File: config.mk
export PLATFORM = sky130hd
export DESIGN_NAME = branch_io_ctl_instr_exec
export DESIGN_NICKNAME = d
export VERILOG_FILES = /design/src/rtl/branch_io_ctl_pkg.sv /design/src/rtl/branch_io_ctl_instr_exec.sv
export SDC_FILE = /design/constraint.sdc
export NUM_CORES = 1
export LEC_CHECK = 0
export ABC_AREA = 0
export BUFFER_PORTS_ARGS = -buffer_cell sky130_fd_sc_hd__clkbuf_2
export CORE_ASPECT_RATIO = 2
export CORE_MARGIN = 2
export CORE_UTILIZATION = 52
export DETAILED_ROUTE_END_ITERATION = 16
export GPL_TIMING_DRIVEN = 0
export PLACE_DENSITY = 0.86
export REMOVE_ABC_BUFFERS = 1
export SETUP_SLACK_MARGIN = 0.15
export SLEW_MARGIN = 0
export SYNTH_ARGS = -nofsm -noshare
export SYNTH_HDL_FRONTEND = slang
export SYNTH_SLANG_ARGS = --single-unit
File: constraint.sdc
create_clock -name CLOCK_IN -period 2.71 [get_ports CLOCK_IN]
set_input_delay 0.542 -clock CLOCK_IN [delete_from_list [all_inputs] [get_ports CLOCK_IN]]
set_output_delay 0.542 -clock CLOCK_IN [all_outputs]
set_load 0.01 [all_outputs]
File: src/rtl/branch_io_ctl_pkg.sv
// Overview of operation
// RULE1: Carry-clear branch, two bytes, two cycles
// RULE2: Zero-set branch jumps when zero flag one
// RULE3: Zero-clear branch jumps when zero flag zero
// RULE4: Taken branch replaces only low eight bits
// RULE5: Flag-set branch tests one of sixteen flags
// RULE6: Flag-clear branch jumps when chosen flag zero
// RULE7: Port input loads accumulator, updates zero flag
// RULE8: Port output drives accumulator onto addressed port
// RULE9: Port bit set, one byte, two cycles
// RULE10: Port bit clear, zero flag, extension destroyed
// RULE11: Control bits set by OR of mask
// RULE12: Control bits cleared by mask, zero flag
// RULE13: Timer load from extension and accumulator
// RULE14: Carry-set branch jumps when carry flag one
// RULE15: Untaken branch falls through after two cycles
package branch_io_ctl_pkg;

  // First-byte high nibbles of the two-byte branches
  localparam logic [3:0] HI_BR_CLEAR = 4'h3;
  localparam logic [3:0] HI_BR_SET = 4'h7;
  localparam logic [3:0] HI_FLAG_SET = 4'hd;
  localparam logic [3:0] HI_FLAG_CLEAR = 4'h9;

  // Second-byte high nibbles selecting carry or zero test
  localparam logic [3:0] SEL_CARRY = 4'hf;
  localparam logic [3:0] SEL_ZERO = 4'he;

  // Single-byte opcodes
  localparam logic [7:0] OP_PORT_TO_ACCUM = 8'h0c;
  localparam logic [7:0] OP_ACCUM_TO_PORT = 8'h61;
  localparam logic [7:0] OP_TIMER_LOAD = 8'hf9;

  // Port bit instructions: high nibble plus 01 in bits 3:2
  localparam logic [3:0] HI_PORT_BIT_SET = 4'h0;
  localparam logic [3:0] HI_PORT_BIT_CLEAR = 4'h2;
  localparam logic [1:0] PORT_BIT_TAG = 2'h1;

  // Control bit instructions: first byte, second-byte high nibble
  localparam logic [7:0] OP_CTL_SET = 8'h28;
  localparam logic [7:0] OP_CTL_CLEAR = 8'h29;
  localparam logic [3:0] SEL_CTL = 4'hc;

  // Control reset value and zero-nibble compare constant
  localparam logic [3:0] CTL_RESET = 4'h0;
  localparam logic [3:0] NIBBLE_ZERO = 4'h0;

  // Execution sequence of one instruction
  typedef enum logic [1:0] {
    ST_FETCH,
    ST_SECOND,
    ST_MODIFY
  } exec_state_t;

endpackage : branch_io_ctl_pkg

File: src/rtl/branch_io_ctl_instr_exec.sv
module branch_io_ctl_instr_exec #(
  parameter int PC_W = 11,
  parameter int NUM_PORTS = 16
) (
  input wire logic CLOCK_IN,
  input wire logic RST_N_IN,
  input wire logic CE_IN,
  input wire logic [7:0] ROM_DATA_IN,
  input wire logic CARRY_FLAG_IN,
  input wire logic ZERO_FLAG_IN,
  input wire logic [15:0] GEN_FLAGS_IN,
  input wire logic [3:0] ACCUM_IN,
  input wire logic [3:0] EXT_REG_IN,
  input wire logic [3:0] DATA_POINTER_LOW_IN,
  input wire logic [NUM_PORTS*4-1:0] PORT_PINS_IN,
  output logic [PC_W-1:0] PC_OUT,
  output logic [NUM_PORTS*4-1:0] PORT_PINS_OUT,
  output logic ACC_WR_OUT,
  output logic [3:0] ACC_DATA_OUT,
  output logic ZF_WR_OUT,
  output logic ZF_DATA_OUT,
  output logic EXT_WR_OUT,
  output logic [3:0] EXT_DATA_OUT,
  output logic [3:0] CONTROL_BITS_OUT,
  output logic TIMER_LOAD_OUT,
  output logic [7:0] TIMER_COUNT_OUT,
  output logic TIMER_OVF_CLR_OUT
);

  // Sequencer state and program counter
  branch_io_ctl_pkg::exec_state_t state_r, state_nxt;
  logic [PC_W-1:0] pc_r, pc_nxt;
  logic [7:0] first_byte_r, first_byte_nxt; // First byte kept for cycle two

  // Port output latches, one nibble per port
  logic [NUM_PORTS*4-1:0] latch_r, latch_nxt;

  // Pin synchroniser; only the second stage reads the first
  logic [NUM_PORTS*4-1:0] sync1_r, sync2_r, sync3_r;
  logic [NUM_PORTS*4-1:0] pins_r, pins_nxt; // Agreed pin level

  // Control register
  logic [3:0] ctl_r, ctl_nxt;

  // Registered strobes and data toward the core and timer
  logic acc_wr_r, acc_wr_nxt;
  logic [3:0] acc_data_r, acc_data_nxt;
  logic zf_wr_r, zf_wr_nxt;
  logic zf_data_r, zf_data_nxt;
  logic ext_wr_r, ext_wr_nxt;
  logic [3:0] ext_data_r, ext_data_nxt;
  logic tm_load_r, tm_load_nxt;
  logic [7:0] tm_data_r, tm_data_nxt;
  logic tm_clr_r, tm_clr_nxt;

  // Decode helpers
  logic [3:0] hi1, lo1, hi2, lo2;
  logic [PC_W-1:0] pc_inc;
  logic [PC_W-1:0] pc_branch;
  logic br_taken;
  logic [3:0] port_nibble;
  logic [3:0] latch_nibble;
  logic [3:0] bit_mask;
  logic [3:0] new_nibble;
  logic [3:0] new_ctl;
  int sel;

  // Pin synchroniser next values; a change counts once stages two and three agree
  always_comb begin
    pins_nxt = pins_r;
    if (sync2_r == sync3_r) begin
      pins_nxt = sync3_r;
    end
  end

  // Decode and execute
  always_comb begin
    state_nxt = state_r;
    pc_nxt = pc_r;
    first_byte_nxt = first_byte_r;
    latch_nxt = latch_r;
    ctl_nxt = ctl_r;
    acc_wr_nxt = 1'b0;
    acc_data_nxt = acc_data_r;
    zf_wr_nxt = 1'b0;
    zf_data_nxt = zf_data_r;
    ext_wr_nxt = 1'b0;
    ext_data_nxt = ext_data_r;
    tm_load_nxt = 1'b0;
    tm_data_nxt = tm_data_r;
    tm_clr_nxt = 1'b0;
    br_taken = 1'b0;
    hi1 = first_byte_r[7:4];
    lo1 = first_byte_r[3:0];
    hi2 = ROM_DATA_IN[7:4];
    lo2 = ROM_DATA_IN[3:0];
    pc_inc = pc_r + PC_W'(1);
    // Only the low byte changes, so the target stays in the page
    pc_branch = {pc_r[PC_W-1:8], lo1, lo2}; // RULE4
    sel = 4 * int'(DATA_POINTER_LOW_IN);
    port_nibble = pins_r[sel +: 4];
    latch_nibble = latch_r[sel +: 4];
    bit_mask = 4'h1 << first_byte_r[1:0];
    new_nibble = latch_nibble;
    new_ctl = ctl_r;
    unique case (state_r)
      branch_io_ctl_pkg::ST_FETCH: begin
        // The byte at the program counter is examined this cycle
        first_byte_nxt = ROM_DATA_IN;
        pc_nxt = pc_inc;
        if (ROM_DATA_IN[7:4] == branch_io_ctl_pkg::HI_BR_CLEAR ||
            ROM_DATA_IN[7:4] == branch_io_ctl_pkg::HI_BR_SET ||
            ROM_DATA_IN[7:4] == branch_io_ctl_pkg::HI_FLAG_SET ||
            ROM_DATA_IN[7:4] == branch_io_ctl_pkg::HI_FLAG_CLEAR ||
            ROM_DATA_IN == branch_io_ctl_pkg::OP_CTL_SET ||
            ROM_DATA_IN == branch_io_ctl_pkg::OP_CTL_CLEAR) begin
          // Two-byte forms take a second cycle for the operand
          state_nxt = branch_io_ctl_pkg::ST_SECOND; // RULE1 RULE11
        end else if (ROM_DATA_IN[3:2] == branch_io_ctl_pkg::PORT_BIT_TAG &&
                     (ROM_DATA_IN[7:4] == branch_io_ctl_pkg::HI_PORT_BIT_SET ||
                      ROM_DATA_IN[7:4] == branch_io_ctl_pkg::HI_PORT_BIT_CLEAR)) begin
          // Port bit forms are one byte but need a modify cycle
          state_nxt = branch_io_ctl_pkg::ST_MODIFY; // RULE9
        end else if (ROM_DATA_IN == branch_io_ctl_pkg::OP_PORT_TO_ACCUM) begin
          // Accumulator takes the agreed pin level of the addressed port
          acc_wr_nxt = 1'b1; // RULE7
          acc_data_nxt = port_nibble;
          zf_wr_nxt = 1'b1;
          zf_data_nxt = (port_nibble == branch_io_ctl_pkg::NIBBLE_ZERO);
        end else if (ROM_DATA_IN == branch_io_ctl_pkg::OP_ACCUM_TO_PORT) begin
          // Latch of the addressed port takes the accumulator
          latch_nxt[sel +: 4] = ACCUM_IN; // RULE8
        end else if (ROM_DATA_IN == branch_io_ctl_pkg::OP_TIMER_LOAD) begin
          // Timer gets extension over accumulator, overflow flag cleared
          tm_load_nxt = 1'b1; // RULE13
          tm_data_nxt = {EXT_REG_IN, ACCUM_IN};
          tm_clr_nxt = 1'b1;
        end else begin
          // Anything else belongs to other groups and is stepped over
          state_nxt = branch_io_ctl_pkg::ST_FETCH;
        end
      end
      branch_io_ctl_pkg::ST_SECOND: begin
        state_nxt = branch_io_ctl_pkg::ST_FETCH;
        // Untaken or unrelated second bytes simply fall through
        pc_nxt = pc_inc; // RULE15
        if (hi1 == branch_io_ctl_pkg::HI_BR_CLEAR) begin
          if (hi2 == branch_io_ctl_pkg::SEL_CARRY) begin
            br_taken = !CARRY_FLAG_IN; // RULE1
          end else if (hi2 == branch_io_ctl_pkg::SEL_ZERO) begin
            br_taken = !ZERO_FLAG_IN; // RULE3
          end
        end else if (hi1 == branch_io_ctl_pkg::HI_BR_SET) begin
          if (hi2 == branch_io_ctl_pkg::SEL_CARRY) begin
            br_taken = CARRY_FLAG_IN; // RULE14
          end else if (hi2 == branch_io_ctl_pkg::SEL_ZERO) begin
            br_taken = ZERO_FLAG_IN; // RULE2
          end
        end else if (hi1 == branch_io_ctl_pkg::HI_FLAG_SET) begin
          // Second-byte high nibble names the general flag
          br_taken = GEN_FLAGS_IN[hi2]; // RULE5
        end else if (hi1 == branch_io_ctl_pkg::HI_FLAG_CLEAR) begin
          br_taken = !GEN_FLAGS_IN[hi2]; // RULE6
        end else if (hi2 == branch_io_ctl_pkg::SEL_CTL) begin
          if (first_byte_r == branch_io_ctl_pkg::OP_CTL_SET) begin
            ctl_nxt = ctl_r | lo2; // RULE11
          end else begin
            new_ctl = ctl_r & ~lo2; // RULE12
            ctl_nxt = new_ctl;
            zf_wr_nxt = 1'b1;
            zf_data_nxt = (new_ctl == branch_io_ctl_pkg::NIBBLE_ZERO);
          end
        end
        if (br_taken) begin
          pc_nxt = pc_branch; // RULE4
        end
      end
      branch_io_ctl_pkg::ST_MODIFY: begin
        // Read-modify-write of the output latch, never of the pins
        state_nxt = branch_io_ctl_pkg::ST_FETCH;
        if (hi1 == branch_io_ctl_pkg::HI_PORT_BIT_SET) begin
          new_nibble = latch_nibble | bit_mask; // RULE9
        end else begin
          new_nibble = latch_nibble & ~bit_mask; // RULE10
          zf_wr_nxt = 1'b1;
          zf_data_nxt = (new_nibble == branch_io_ctl_pkg::NIBBLE_ZERO);
          // Extension register is overwritten with the old latch value
          ext_wr_nxt = 1'b1; // RULE10
          ext_data_nxt = latch_nibble;
        end
        latch_nxt[sel +: 4] = new_nibble;
      end
      default: begin
        state_nxt = branch_io_ctl_pkg::ST_FETCH;
      end
    endcase
  end

  // Sequencer registers; all state freezes while the clock enable is low
  always_ff @(posedge CLOCK_IN) begin
    if (!RST_N_IN) begin
      // Start from the first program byte
      state_r <= branch_io_ctl_pkg::ST_FETCH;
      pc_r <= '0;
      first_byte_r <= 8'h00;
    end else if (CE_IN) begin
      // Step only on enabled cycles
      state_r <= state_nxt;
      pc_r <= pc_nxt;
      first_byte_r <= first_byte_nxt;
    end
  end

  // Port output latches
  always_ff @(posedge CLOCK_IN) begin
    if (!RST_N_IN) begin
      // All latches low, so no pin is driven high before software asks
      latch_r <= '0;
    end else if (CE_IN) begin
      latch_r <= latch_nxt;
    end
  end

  // Pin synchroniser chain and agreed level
  // The chain also freezes with the enable, so a pin read lags by
  // four enabled cycles; a trade of latency for a clean sample
  always_ff @(posedge CLOCK_IN) begin
    if (!RST_N_IN) begin
      // Cleared stages read as all ports low until pins settle
      sync1_r <= '0;
      sync2_r <= '0;
      sync3_r <= '0;
      pins_r <= '0;
    end else if (CE_IN) begin
      // First stage may go metastable; only the second stage reads it
      sync1_r <= PORT_PINS_IN;
      sync2_r <= sync1_r;
      sync3_r <= sync2_r;
      pins_r <= pins_nxt;
    end
  end

  // Control register
  always_ff @(posedge CLOCK_IN) begin
    if (!RST_N_IN) begin
      ctl_r <= branch_io_ctl_pkg::CTL_RESET;
    end else if (CE_IN) begin
      // Changes only on the second cycle of a mask instruction
      ctl_r <= ctl_nxt;
    end
  end

  // Strobes and data toward the core and the timer
  // A strobe stays up while the enable is low, so a frozen core
  // still sees it on its next enabled edge
  always_ff @(posedge CLOCK_IN) begin
    if (!RST_N_IN) begin
      // No write is requested during reset
      acc_wr_r <= 1'b0;
      acc_data_r <= 4'h0;
      zf_wr_r <= 1'b0;
      zf_data_r <= 1'b0;
      ext_wr_r <= 1'b0;
      ext_data_r <= 4'h0;
      tm_load_r <= 1'b0;
      tm_data_r <= 8'h00;
      tm_clr_r <= 1'b0;
    end else if (CE_IN) begin
      // Pulses last one enabled cycle; data holds until the next write
      acc_wr_r <= acc_wr_nxt;
      acc_data_r <= acc_data_nxt;
      zf_wr_r <= zf_wr_nxt;
      zf_data_r <= zf_data_nxt;
      ext_wr_r <= ext_wr_nxt;
      ext_data_r <= ext_data_nxt;
      tm_load_r <= tm_load_nxt;
      tm_data_r <= tm_data_nxt;
      tm_clr_r <= tm_clr_nxt;
    end
  end

  // Outputs straight from the registers
  assign PC_OUT = pc_r;
  assign PORT_PINS_OUT = latch_r;
  assign ACC_WR_OUT = acc_wr_r;
  assign ACC_DATA_OUT = acc_data_r;
  assign ZF_WR_OUT = zf_wr_r;
  assign ZF_DATA_OUT = zf_data_r;
  assign EXT_WR_OUT = ext_wr_r;
  assign EXT_DATA_OUT = ext_data_r;
  assign CONTROL_BITS_OUT = ctl_r;
  assign TIMER_LOAD_OUT = tm_load_r;
  assign TIMER_COUNT_OUT = tm_data_r;
  assign TIMER_OVF_CLR_OUT = tm_clr_r;

endmodule : branch_io_ctl_instr_exec

; ---- Word-level counts from Yosys, hierarchy flattened
; Cells that the tools add are included.
[classes]
add_sub_neg = 2
magnitude_cmp = 1
n_eq_ne = 38
n_shift = 6
muxes = 59
bitwise = 15
reduce_logical = 30
[ops]
columns = cell, count
row1 = two-way mux 64 bit, 4
row2 = bitwise mux 64 bit, 2
row3 = one-hot mux 64 bit (2 select lines), 1
row4 = variable part select 4 x 33 -> 64 bit, 2
row5 = variable part select 64 x 7 -> 4 bit, 2
row6 = == test 64 bit, 1
row7 = variable shift 4 x 33 -> 64 bit (first input constant), 1
row8 = two-way mux 1 bit, 38
row9 = negator 6 -> 33 bit, 1
row10 = == test 4 bit (second input constant), 7
row11 = != test 2 bit (second input constant), 13
row12 = == test 8 x 6 -> 1 bit (second input constant), 3
row13 = one-hot mux 11 bit (2 select lines), 1
row14 = zero test 4 bit, 5
row15 = AND reduction 7 bit, 2
row16 = == test 4 x 2 -> 1 bit (second input constant), 3
row17 = two-way mux 2 bit, 6
row18 = two-way mux 4 bit, 3
row19 = != test 4 bit (second input constant), 3
row20 = AND reduction 12 bit, 1
row21 = adder 11 x 1 -> 11 bit (second input constant), 1
row22 = two-way mux 11 bit, 1
row23 = inverter 1 bit, 9
row24 = AND 4 bit, 2
row25 = 23 further kinds, 39
[word_totals]
reg_bits = 366
output_inout_bits = 101
word_cells = 169

; ---- Longest topological paths before layout
; Gate-level depths: netlist of the first run.
[logic_depth]
ltp_word = 10
ltp_mapped = 11

; ---- Worst setup path after synthesis of the first run
; OpenSTA, ideal clock, no wires.
[synth_path]
kind = input-to-reg
start = input port DATA_POINTER_LOW_IN[1]
end = register latch_r[20], in the netlist PORT_PINS_OUT[20]
setup_ns = 0.075
t_arrival_ns = 2.772
path_slack_ns = -0.137
cell_stages = 10
cell_sequence = buf_2 -> buf_1 -> inv_1 -> ha_1 -> and2_1 -> or4b_2 -> clkbuf_1 -> nor2_1 -> nand2_1 -> o22ai_1
[synth_between]
elab_chain_len = 8
[synth_rtl]
columns = element, line_no
row1 = start: declaration, branch_io_ctl_instr_exec.sv:14  ; input wire logic [3:0] DATA_POINTER_LOW_IN,
row2 = "parallel branches: the longest is 7 deep, another holds variable part select 64 x 7 -> 4 bit", --
row3 = one-hot mux 64 bit (2 select lines) (*), branch_io_ctl_instr_exec.sv:106  ; unique case (state_r)
row4 = end signal: assignment, branch_io_ctl_instr_exec.sv:220  ; latch_r <= latch_nxt;
row5 = end: declaration, branch_io_ctl_instr_exec.sv:36  ; logic [NUM_PORTS*4-1:0] latch_r, latch_nxt;
; Every way passes the cells marked *. The select of a mux whose other input is x is not followed.
; A chain may end at the register's enable or synchronous reset.

; ---- Worst setup path after layout of the first run
[layout_path]
start = input port DATA_POINTER_LOW_IN[3]
end = register latch_r[61], in the netlist PORT_PINS_OUT[61]
; Same word-level chain as after synthesis.

==> results.json, run 1 <==
{
  "clockBufferDepth": 3,
  "worst_pin_slew_ns": 1.01,
  "critPathKind": "in2reg",
  "gp_congestion": 0.907,
  "post-route-util_pct": 60.9,
  "fill_cells": 2391,
  "crit-reg2reg-capture": "pins_r[1]",
  "synth_most_common_cell": "dfxtp_1",
  "relSlewSlack_pct": 32.6,
  "outcome": "complete, no violations",
  "ys_ff_latch": 366,
  "ant_nets": 0,
  "start_util_pct": 52.3,
  "grt_pass1_wl_um": 65700,
  "crit_start": "DATA_POINTER_LOW_IN[3]",
  "async_flop_share_pct": 0,
  "cts_hold_buf": 0,
  "p_per_area_nw_per_um2": 616,
  "core_area_um2": 30600,
  "synth_common_cells": "366 x dfxtp_1, 252 x nor2_1, 244 x mux2i_1",
  "finalHoldViolations": 0,
  "dieHeight_um": 252,
  "synth-warning-count": 0,
  "die-area_um2": 32300,
  "synth_edf_count": 0,
  "syn_inst": 1741,
  "rsz0062_at_grt": "yes",
  "clock.fmax_mhz": 404,
  "antenna_found_initial": 2,
  "ys_seq_area_share_pct": 45.7,
  "required_ns": 3.20,
  "vdd_drop_max_mv": 0.579,
  "row_count": 91,
  "dp.cells": 2196,
  "post_synth_num_cell_types": 67,
  "grt_start_max_net_pins": 139,
  "syn_area_per_cell_um2": 9.21,
  "r2r_cells": 8,
  "yosys-top-cells-area": "dfxtp_1 46%, mux2i_1 15%, nor2_1 5.9%",
  "end_kind": "flip-flop",
  "synth_top_area_share_pct": 45.7,
  "worstPathArrival_ns": 2.97,
  "period_minus_slack_ns": 2.48,
  "clock_latency_ns": 0.57,
  "cts_tree": "built",
  "drt_iter0_drc": 1331,
  "hpwl_um": 27600,
  "wl_per_cell_um": 18.5,
  "hp-class": "in2reg",
  "yosysTopAreaCell": "dfxtp_1",
  "first_pass_iters": 5,
  "drive_above_1_share_pct": 19.0,
  "cp-start-kind": "input port",
  "fin_skew_ns": 0.00968,
  "cts_buffers": 31,
  "finalPower_w": 0.0115,
  "wirelength_um": 42000,
  "ys.flop_type": "dfxtp_1",
  "slew_viol_final": 0,
  "r2r_start": "sync2_r[36]",
  "cp_max_fo": 16,
  "finalCritPeriodShare_pct": 91.3,
  "syn2layout_area_growth_pct": 16.3,
  "cts_root_buf": "clkbuf_16",
  "io_pins": 206,
  "path_clk_slew_ns": 0.07,
  "finalSetupViolCount": 0,
  "h-tree-depth": 1,
  "track_usage_pct": 25.0,
  "r2r_setup_slack_ns": 0.26,
  "whs_ns": 0.204,
  "grt-ovfl-total": 0,
  "port_buffers": 205,
  "grt_pass1_vias": 12711,
  "syn-cell-area_um2": 16000,
  "drv_cap": 0,
  "nNetsFinal": 1988,
  "vias": 13623,
  "die_w_um": 128,
  "drc_errors": 0,
  "stdcell_count": 2273,
  "endpoint": "PORT_PINS_OUT[61]",
  "cts.sinks": 366,
  "via_per_inst": 5.99,
  "leakage_nw": 7.58
}
[placed cells by master (no fill, tap or decap), types with 5 or more instances in the layout]
cell and instances:
nand2b_1 8, or4_1 5, clkinv_2 7, nand2_1 79, nor2_2 6, buf_4 17, clkbuf_2 200, a221oi_1 13
nand4_1 18, inv_1 28, nor3_1 9, a22oi_1 7, or3_1 9, nor2_1 244, mux2i_1 242, ha_1 5
dfxtp_1 366, mux4_2 24, xnor2_1 41, nor2b_1 20, a21oi_1 131, and2_1 8, o21ai_0 119, buf_8 5
clkbuf_8 9, o22ai_1 22, xor2_1 5, a31oi_1 5, bufinv_16 5, nand3_1 100, clkbuf_16 32
[area by class of cell]
class,count,area [µm²],area share [%]
multi-input cells,1213,8190,43.9
flip-flops and latches,366,7330,39.3
repair buffers,234,1440,7.70
clock buffers,43,901,4.83
well taps,372,465,2.50
clock inverters,13,194,1.04
inverters,30,129,0.691
diodes,2,5.00,0.0268
[per-layer routing]
metal | vias to the layer above | global-route usage (%) | share of wire [%]
met4 | 0 | 12.0 | 4.7
li1 | 6435 | - | -
met3 | 114 | 3.73 | 7.4
met1 | 6464 | 30.3 | 38
met2 | 610 | 42.9 | 50
met5 | - | 0 | 0
[worst min-delay path by stage]
stage	start	slack [ns]	end	depth (start not counted)
2_1_floorplan	first_byte_r[3]	0.44	first_byte_r[3]	2
3_5_place_dp	ZF_WR_OUT	0.46	ZF_WR_OUT	2
6_report	PORT_PINS_IN[24]	0.20	sync1_r[24]	3
5_1_grt	PORT_PINS_IN[63]	0.21	sync1_r[63]	3
4_1_cts	PORT_PINS_IN[63]	0.19	sync1_r[63]	3
3_3_place_gp	ACC_WR_OUT	0.46	ACC_WR_OUT	2
[metrics by stage]
stage | setup slack [ns] | setup TNS [ns] | instance area [µm²]
finish | 0.235 | 0 | 18600
detailed placement | -1.29 | -96.22 | 17200
global route | 0.108 | 0 | 18600
CTS | 0.156 | 0 | 18500
global placement | -9.32 | -2644.73 | 16900
floorplan | -4.44 | -1128.88 | 15500
[where the power goes]
group	total, W	internal (W)	switching (W)	leakage (nW)
combinational	0.00113	0.000431	0.000702	4.07
clock	0.00476	0.00279	0.00197	0.547
sequential	0.00560	0.00550	0.000102	2.97
[repair_timing]
item,in CTS,in global routing
endpoints found under the setup margin,135,52
buffers inserted,11,6
pin swaps,4,3
gates cloned,1,1
gates resized for setup,25,15
[state kept, by name, indices dropped and copies added, names as in the netlist, named ones only]
register	flops
state_r	2
ZF_DATA_OUT	1
PC_OUT	11
ACC_DATA_OUT	4
sync1_r	64
pins_r	64
TIMER_OVF_CLR_OUT	1
ZF_WR_OUT	1
PORT_PINS_OUT	64
EXT_WR_OUT	1
sync3_r	64
sync2_r	64
TIMER_COUNT_OUT	8
EXT_DATA_OUT	4
first_byte_r	8
ACC_WR_OUT	1
[cell families (layout without fill, tap and decap cells)]
logic type,count (synthesis),after routing,synth area share (%)
flip-flops,366,366,45.7
multiplexers,268,268,18.6
AND/OR/NAND/NOR,549,550,15.9
other,0,2,0
buffers and inverters,164,320,4.29
adder cells (fa/ha/maj),7,7,0.546
XOR/XNOR,46,46,2.51
AO/OA/AOI/OAI,341,342,12.5
[critical path, stage by stage]
cell and delay (ns):
clkbuf_2 0.32, inv_1 0.28, ha_1 0.33, or4_1 0.73, or2_2 0.42, nand2b_1 0.17, o21ai_0 0.17
(Power assumes the default switching activity.)
==> run 2: changes to the inputs <==
--- a/config.mk
+++ b/config.mk
@@ -13,7 +13,6 @@
 export DETAILED_ROUTE_END_ITERATION = 16
 export GPL_TIMING_DRIVEN = 0
 export PLACE_DENSITY = 0.86
-export REMOVE_ABC_BUFFERS = 1
 export SETUP_SLACK_MARGIN = 0.15
 export SLEW_MARGIN = 0
 export SYNTH_ARGS = -nofsm -noshare
==> run 2 against run 1 <==
  * Clock power is 9.5% lower
  * Maximum frequency down 2.5%
  * Non-clock buffer count grew 100
  * First-iteration DRC count is 4.5% lower
  * Wire length increased by 12%
  * Hold slack lost 0.0090 ns
  * Critical path depth decreased by 1
  * Worst setup slack worse by 0.063 ns
==> results.json, run 2 (synthesis results as in run 1) <==
{
  "drc_errors": 0,
  "cp-start-kind": "input port",
  "finalHoldViolations": 0,
  "fin_skew_ns": 0.0219,
  "cts_hold_buf": 0,
  "cts_tree": "built",
  "multi_input_comb_area_um2": 8150,
  "port_buffers": 197,
  "syn2layout_area_growth_pct": 16.5,
  "regArea_um2": 7330,
  "h-tree-depth": 1,
  "finalSetupViolCount": 0,
  "cts_buffers": 31,
  "cts_root_buf": "clkbuf_16",
  "io_pins": 206,
  "wirelength_um": 47000,
  "slew_viol_final": 0,
  "diodes": 0,
  "post-route-util_pct": 61.0,
  "required_ns": 3.15,
  "grt_pass1_wl_um": 71900,
  "clockBufferDepth": 3,
  "track_usage_pct": 28.1,
  "outcome": "complete, no violations",
  "critPathKind": "in2reg",
  "final_common_cell": "dfxtp_1",
  "drive_above_1_share_pct": 18.3,
  "period_minus_slack_ns": 2.54,
  "start_util_pct": 52.3,
  "end_kind": "flip-flop",
  "drv_cap": 0,
  "clock_latency_ns": 0.59,
  "gp_congestion": 0.970,
  "layout_common_cells": "365 x dfxtp_1, 244 x mux2i_1, 242 x nor2_1",
  "first_pass_iters": 6,
  "hpwl_um": 34300,
  "leakage_nw": 7.61,
  "die_w_um": 128,
  "syn-num-nets": 1853,
  "nNetsFinal": 2086,
  "fill_cells": 2540,
  "wl_per_cell_um": 19.9,
  "path_clk_slew_ns": 0.06,
  "relSlewSlack_pct": 41.8,
  "cts.sinks": 366,
  "dieHeight_um": 252,
  "grt_start_max_net_pins": 16,
  "antenna_found_initial": 0,
  "worst_slack_ns": 0.171,
  "final_area_um2": 18700,
  "vias": 14096,
  "rsz0062_at_grt": "yes",
  "drt_iter0_drc": 1271,
  "grt_pass1_vias": 13092,
  "p_per_area_nw_per_um2": 594,
  "ant_nets": 0,
  "finalCritPeriodShare_pct": 93.7,
  "die-area_um2": 32300,
  "row_count": 91,
  "worstPathArrival_ns": 2.98,
  "via_per_inst": 5.97,
  "vdd_drop_max_mv": 0.547,
  "worst_pin_slew_ns": 0.873,
  "cp_max_fo": 10,
  "place_area_um2": 17600,
  "hp-class": "in2reg",
  "grt-ovfl-total": 0,
  "dp_slack_ns": -0.753,
  "tns_ns": 0,
  "clock.fmax_mhz": 394,
  "core_area_um2": 30600
}
## run 2: cell types whose count changed in the layout (fill, tap and decap cells not counted), sizes merged
cell,change
a31oi,-1
buf,+24
bufinv,-3
clkbuf,+72
clkdlybuf4s15,+2
clkinv,-1
diode,-2
nand4,-1
## run 2: worst paths after layout
kind,from,to,slack [ns],cells past startpoint
min,PORT_PINS_IN[1],sync1_r[1],0.19,3
min reg2reg,ACC_WR_OUT,ACC_WR_OUT,0.47,2
max reg2reg,state_r[1],PORT_PINS_OUT[56],0.27,10
max,CE_IN,sync2_r[8],0.17,6
## run 2: report_power, final
part / internal, W / switching (W) / leakage [nW] / total [W]
Sequential: 0.00550 / 0.000101 / 2.97 / 0.00560
Combinational: 0.000433 / 0.000748 / 4.19 / 0.00118
Clock: 0.00231 / 0.00200 / 0.452 / 0.00431
Total: 0.00824 / 0.00285 / 7.61 / 0.0111
## run 2: final cells by class
class,instances,share of cell area (%)
inverter,30,0.603
tap,372,2.49
clock inverter,9,0.543
timing repair buffer,200,5.40
multi-input combinational,1211,43.6
clock buffer,41,4.41
sequential,366,39.2
buffer,134,3.67
## run 2: through the flow
| step | total power, W | cells | hold WS (ns) |
|---|---|---|---|
| after global placement | 0.00681 | 2310 | 0.456 |
| after detailed placement | 0.00683 | 2310 | 0.462 |
| after global routing | 0.0114 | 2363 | 0.195 |
| final | 0.0111 | 2363 | 0.195 |
| after CTS | 0.0111 | 2363 | 0.181 |
| after floorplan | 0.00645 | 1741 | 0.445 |
## run 2: routing by layer
layer | wire (µm) | vias up | global-route usage [%]
li1 | - | 6606 | -
met1 | 18400 | 6656 | 35.3
met2 | 22800 | 700 | 47.7
met3 | 3780 | 134 | 4.95
met4 | 1920 | 0 | 11.2
met5 | 0 | - | 0
## run 2: repair_timing
| action | CTS | global route |
|---|---|---|
| cloned | 0 | 0 |
| resized for setup | 17 | 44 |
| hold endpoints to repair | 0 | 0 |
| endpoints found under the setup margin | 128 | 131 |
| buffers inserted | 3 | 0 |
| pin swaps | 2 | 3 |
## run 2: worst max-delay path: stages
cell,delay [ns]
clkbuf_1,0.48
buf_2,0.41
clkdlybuf4s15_2,0.58
buf_1,0.60
mux2i_1,0.28
nor2_1,0.06
==> run 3: changes to the inputs <==
--- a/config.mk
+++ b/config.mk
@@ -12,7 +12,7 @@
 export CORE_UTILIZATION = 52
 export DETAILED_ROUTE_END_ITERATION = 16
 export GPL_TIMING_DRIVEN = 0
-export PLACE_DENSITY = 0.86
+export PLACE_DENSITY = 0.85
 export SETUP_SLACK_MARGIN = 0.15
 export SLEW_MARGIN = 0
 export SYNTH_ARGS = -nofsm -noshare
==> run 3 against run 2 <==
  * Clock power is 3% higher
  * Maximum frequency is 0.34% higher
  * Die area stayed put
  * Count of clock-buffer cells in the layout is 1 higher
  * Power is 0.96% higher
  * Critical path depth is 4 higher
  * Core utilization is 0.25 points higher
  * Critical path type unchanged
  * First-iteration DRC count is 7.7% higher
  * Clock skew is 0.0058 ns lower
  * Hold slack worse by 0.0047 ns
==> results.json, run 3 (synthesis results as in run 1) <==
{
  "outcome": "complete, no violations",
  "grt_pass1_wl_um": 72900,
  "drt_iter0_drc": 1369,
  "cts_hold_buf": 0,
  "dieHeight_um": 252,
  "cts_root_buf": "clkbuf_16",
  "whs_path_depth": 3,
  "wirelength_um": 46900,
  "grt_pass1_vias": 13529,
  "drive_above_1_share_pct": 18.8,
  "top_layer": "met4",
  "finalHoldViolations": 0,
  "grt-ovfl-total": 0,
  "final_area_um2": 18800,
  "wl_per_cell_um": 19.8,
  "swShare_pct": 25.8,
  "dp_slack_ns": -0.748,
  "regArea_um2": 7330,
  "p_switching_w": 0.00289,
  "r2r_cells": 8,
  "rsz0062_at_grt": "no",
  "p_per_area_nw_per_um2": 597,
  "wl_met1_um": 18200,
  "cp_max_fo": 10,
  "place_area_um2": 17600,
  "vias": 14280,
  "fill_cells": 2517,
  "syn2layout_area_growth_pct": 17.0,
  "worstPathArrival_ns": 3.03,
  "row_count": 91,
  "cts.sinks": 366,
  "antenna_found_initial": 0,
  "met2_length_um": 22500,
  "cp-start-kind": "input port",
  "finalCritPeriodShare_pct": 93.4,
  "gp_congestion": 1.00,
  "crit_start": "DATA_POINTER_LOW_IN[1]",
  "die_w_um": 128,
  "dp.cells": 2310,
  "layout_common_cells": "365 x dfxtp_1, 244 x mux2i_1, 243 x nor2_1",
  "die-area_um2": 32300,
  "drc_errors": 0,
  "fin_skew_ns": 0.0161,
  "start_util_pct": 52.3,
  "required_ns": 3.21,
  "clockPowerShare_pct": 39.5,
  "track_usage_pct": 28.2,
  "r2r_setup_slack_ns": 0.22,
  "multi_input_comb_area_um2": 8150,
  "syn-num-nets": 1853,
  "port_buffers": 197,
  "hp-class": "in2reg",
  "h-tree-depth": 1,
  "endpoint": "PORT_PINS_OUT[7]",
  "nNetsFinal": 2090,
  "slew_viol_final": 0,
  "drv_cap": 0,
  "pwr-share-comb_pct": 10.6,
  "clock_latency_ns": 0.59,
  "core_area_um2": 30600,
  "clock.fmax_mhz": 395,
  "seqPwrFrac_pct": 50.0,
  "cts_tree": "built",
  "period_minus_slack_ns": 2.53,
  "worst_pin_slew_ns": 0.890,
  "r2r_start": "sync3_r[26]",
  "leakage_nw": 7.65,
  "critPathKind": "in2reg",
  "first_pass_iters": 6,
  "tns_ns": 0,
  "final_common_cell": "dfxtp_1",
  "crit-reg2reg-capture": "pins_r[9]",
  "diodes": 0,
  "finalSetupViolCount": 0,
  "ant_nets": 0,
  "hpwl_um": 34400,
  "io_pins": 206,
  "cts_buffers": 31,
  "worst_slack_ns": 0.180,
  "grt_start_max_net_pins": 16,
  "vdd_drop_max_mv": 0.644,
  "relSlewSlack_pct": 40.7,
  "stdcell_count": 2369,
  "met3WireLength_um": 4030,
  "end_kind": "flip-flop",
  "path_clk_slew_ns": 0.07,
  "via_per_inst": 6.03,
  "clockBufferDepth": 3,
  "p_int_w": 0.00831
}
[run 3: how the worst min path moves through the flow]
stage                           from         endpoint
finish              PORT_PINS_IN[59]      sync1_r[59]
global placement          ACC_WR_OUT       ACC_WR_OUT
detailed placement        pins_r[28]       pins_r[28]
floorplan            first_byte_r[3]  first_byte_r[3]
global route        PORT_PINS_IN[11]      sync1_r[11]
CTS                 PORT_PINS_IN[15]      sync1_r[15]
[run 3: per-layer routing]
| metal | vias up | track usage (%) |
|---|---|---|
| met5 | - | 0 |
| met4 | 0 | 11.5 |
| met3 | 144 | 5.08 |
| met2 | 771 | 48.3 |
| met1 | 6735 | 34.8 |
| li1 | 6630 | - |
[run 3: power groups by stage]
stage	sequential, W	clock, W	combinational (W)
after floorplan	0.00568	0	0.000766
after global placement	0.00571	0	0.00109
after detailed placement	0.00571	0	0.00111
after CTS	0.00559	0.00442	0.00114
after global routing	0.00561	0.00461	0.00127
final	0.00560	0.00442	0.00118
[run 3: area by class of cell]
cell class / instances / share of cell area (%)
timing repair buffer: 204 / 5.54
clock buffer: 42 / 4.73
clock inverter: 10 / 0.474
sequential: 366 / 39.1
tap: 372 / 2.48
inverter: 30 / 0.601
multi-input combinational: 1211 / 43.4
buffer: 134 / 3.65
[run 3: critical path: stages]
cell and delay (ns):
buf_2 0.21, buf_8 0.19, buf_6 0.19, inv_1 0.08
ha_4 0.18, and2_1 0.16, or4b_2 0.67, nor2_1 0.51
nand2_1 0.11, a21oi_1 0.19
[run 3: stage by stage]
step                hold WS, ns  util (%)  total power (W)
finish                    0.190      61.2           0.0112
global route              0.202      61.2           0.0115
CTS                       0.185      60.8           0.0112
detailed placement        0.465      57.4          0.00682
global placement          0.454      57.4          0.00680
floorplan                 0.445         -          0.00645
[run 3: what timing repair did]
action | 4_1_cts | 5_1_grt
setup buffers | 7 | 0
pin swaps | 3 | 4
resized for setup | 15 | 45
endpoints found under the setup margin | 175 | 137
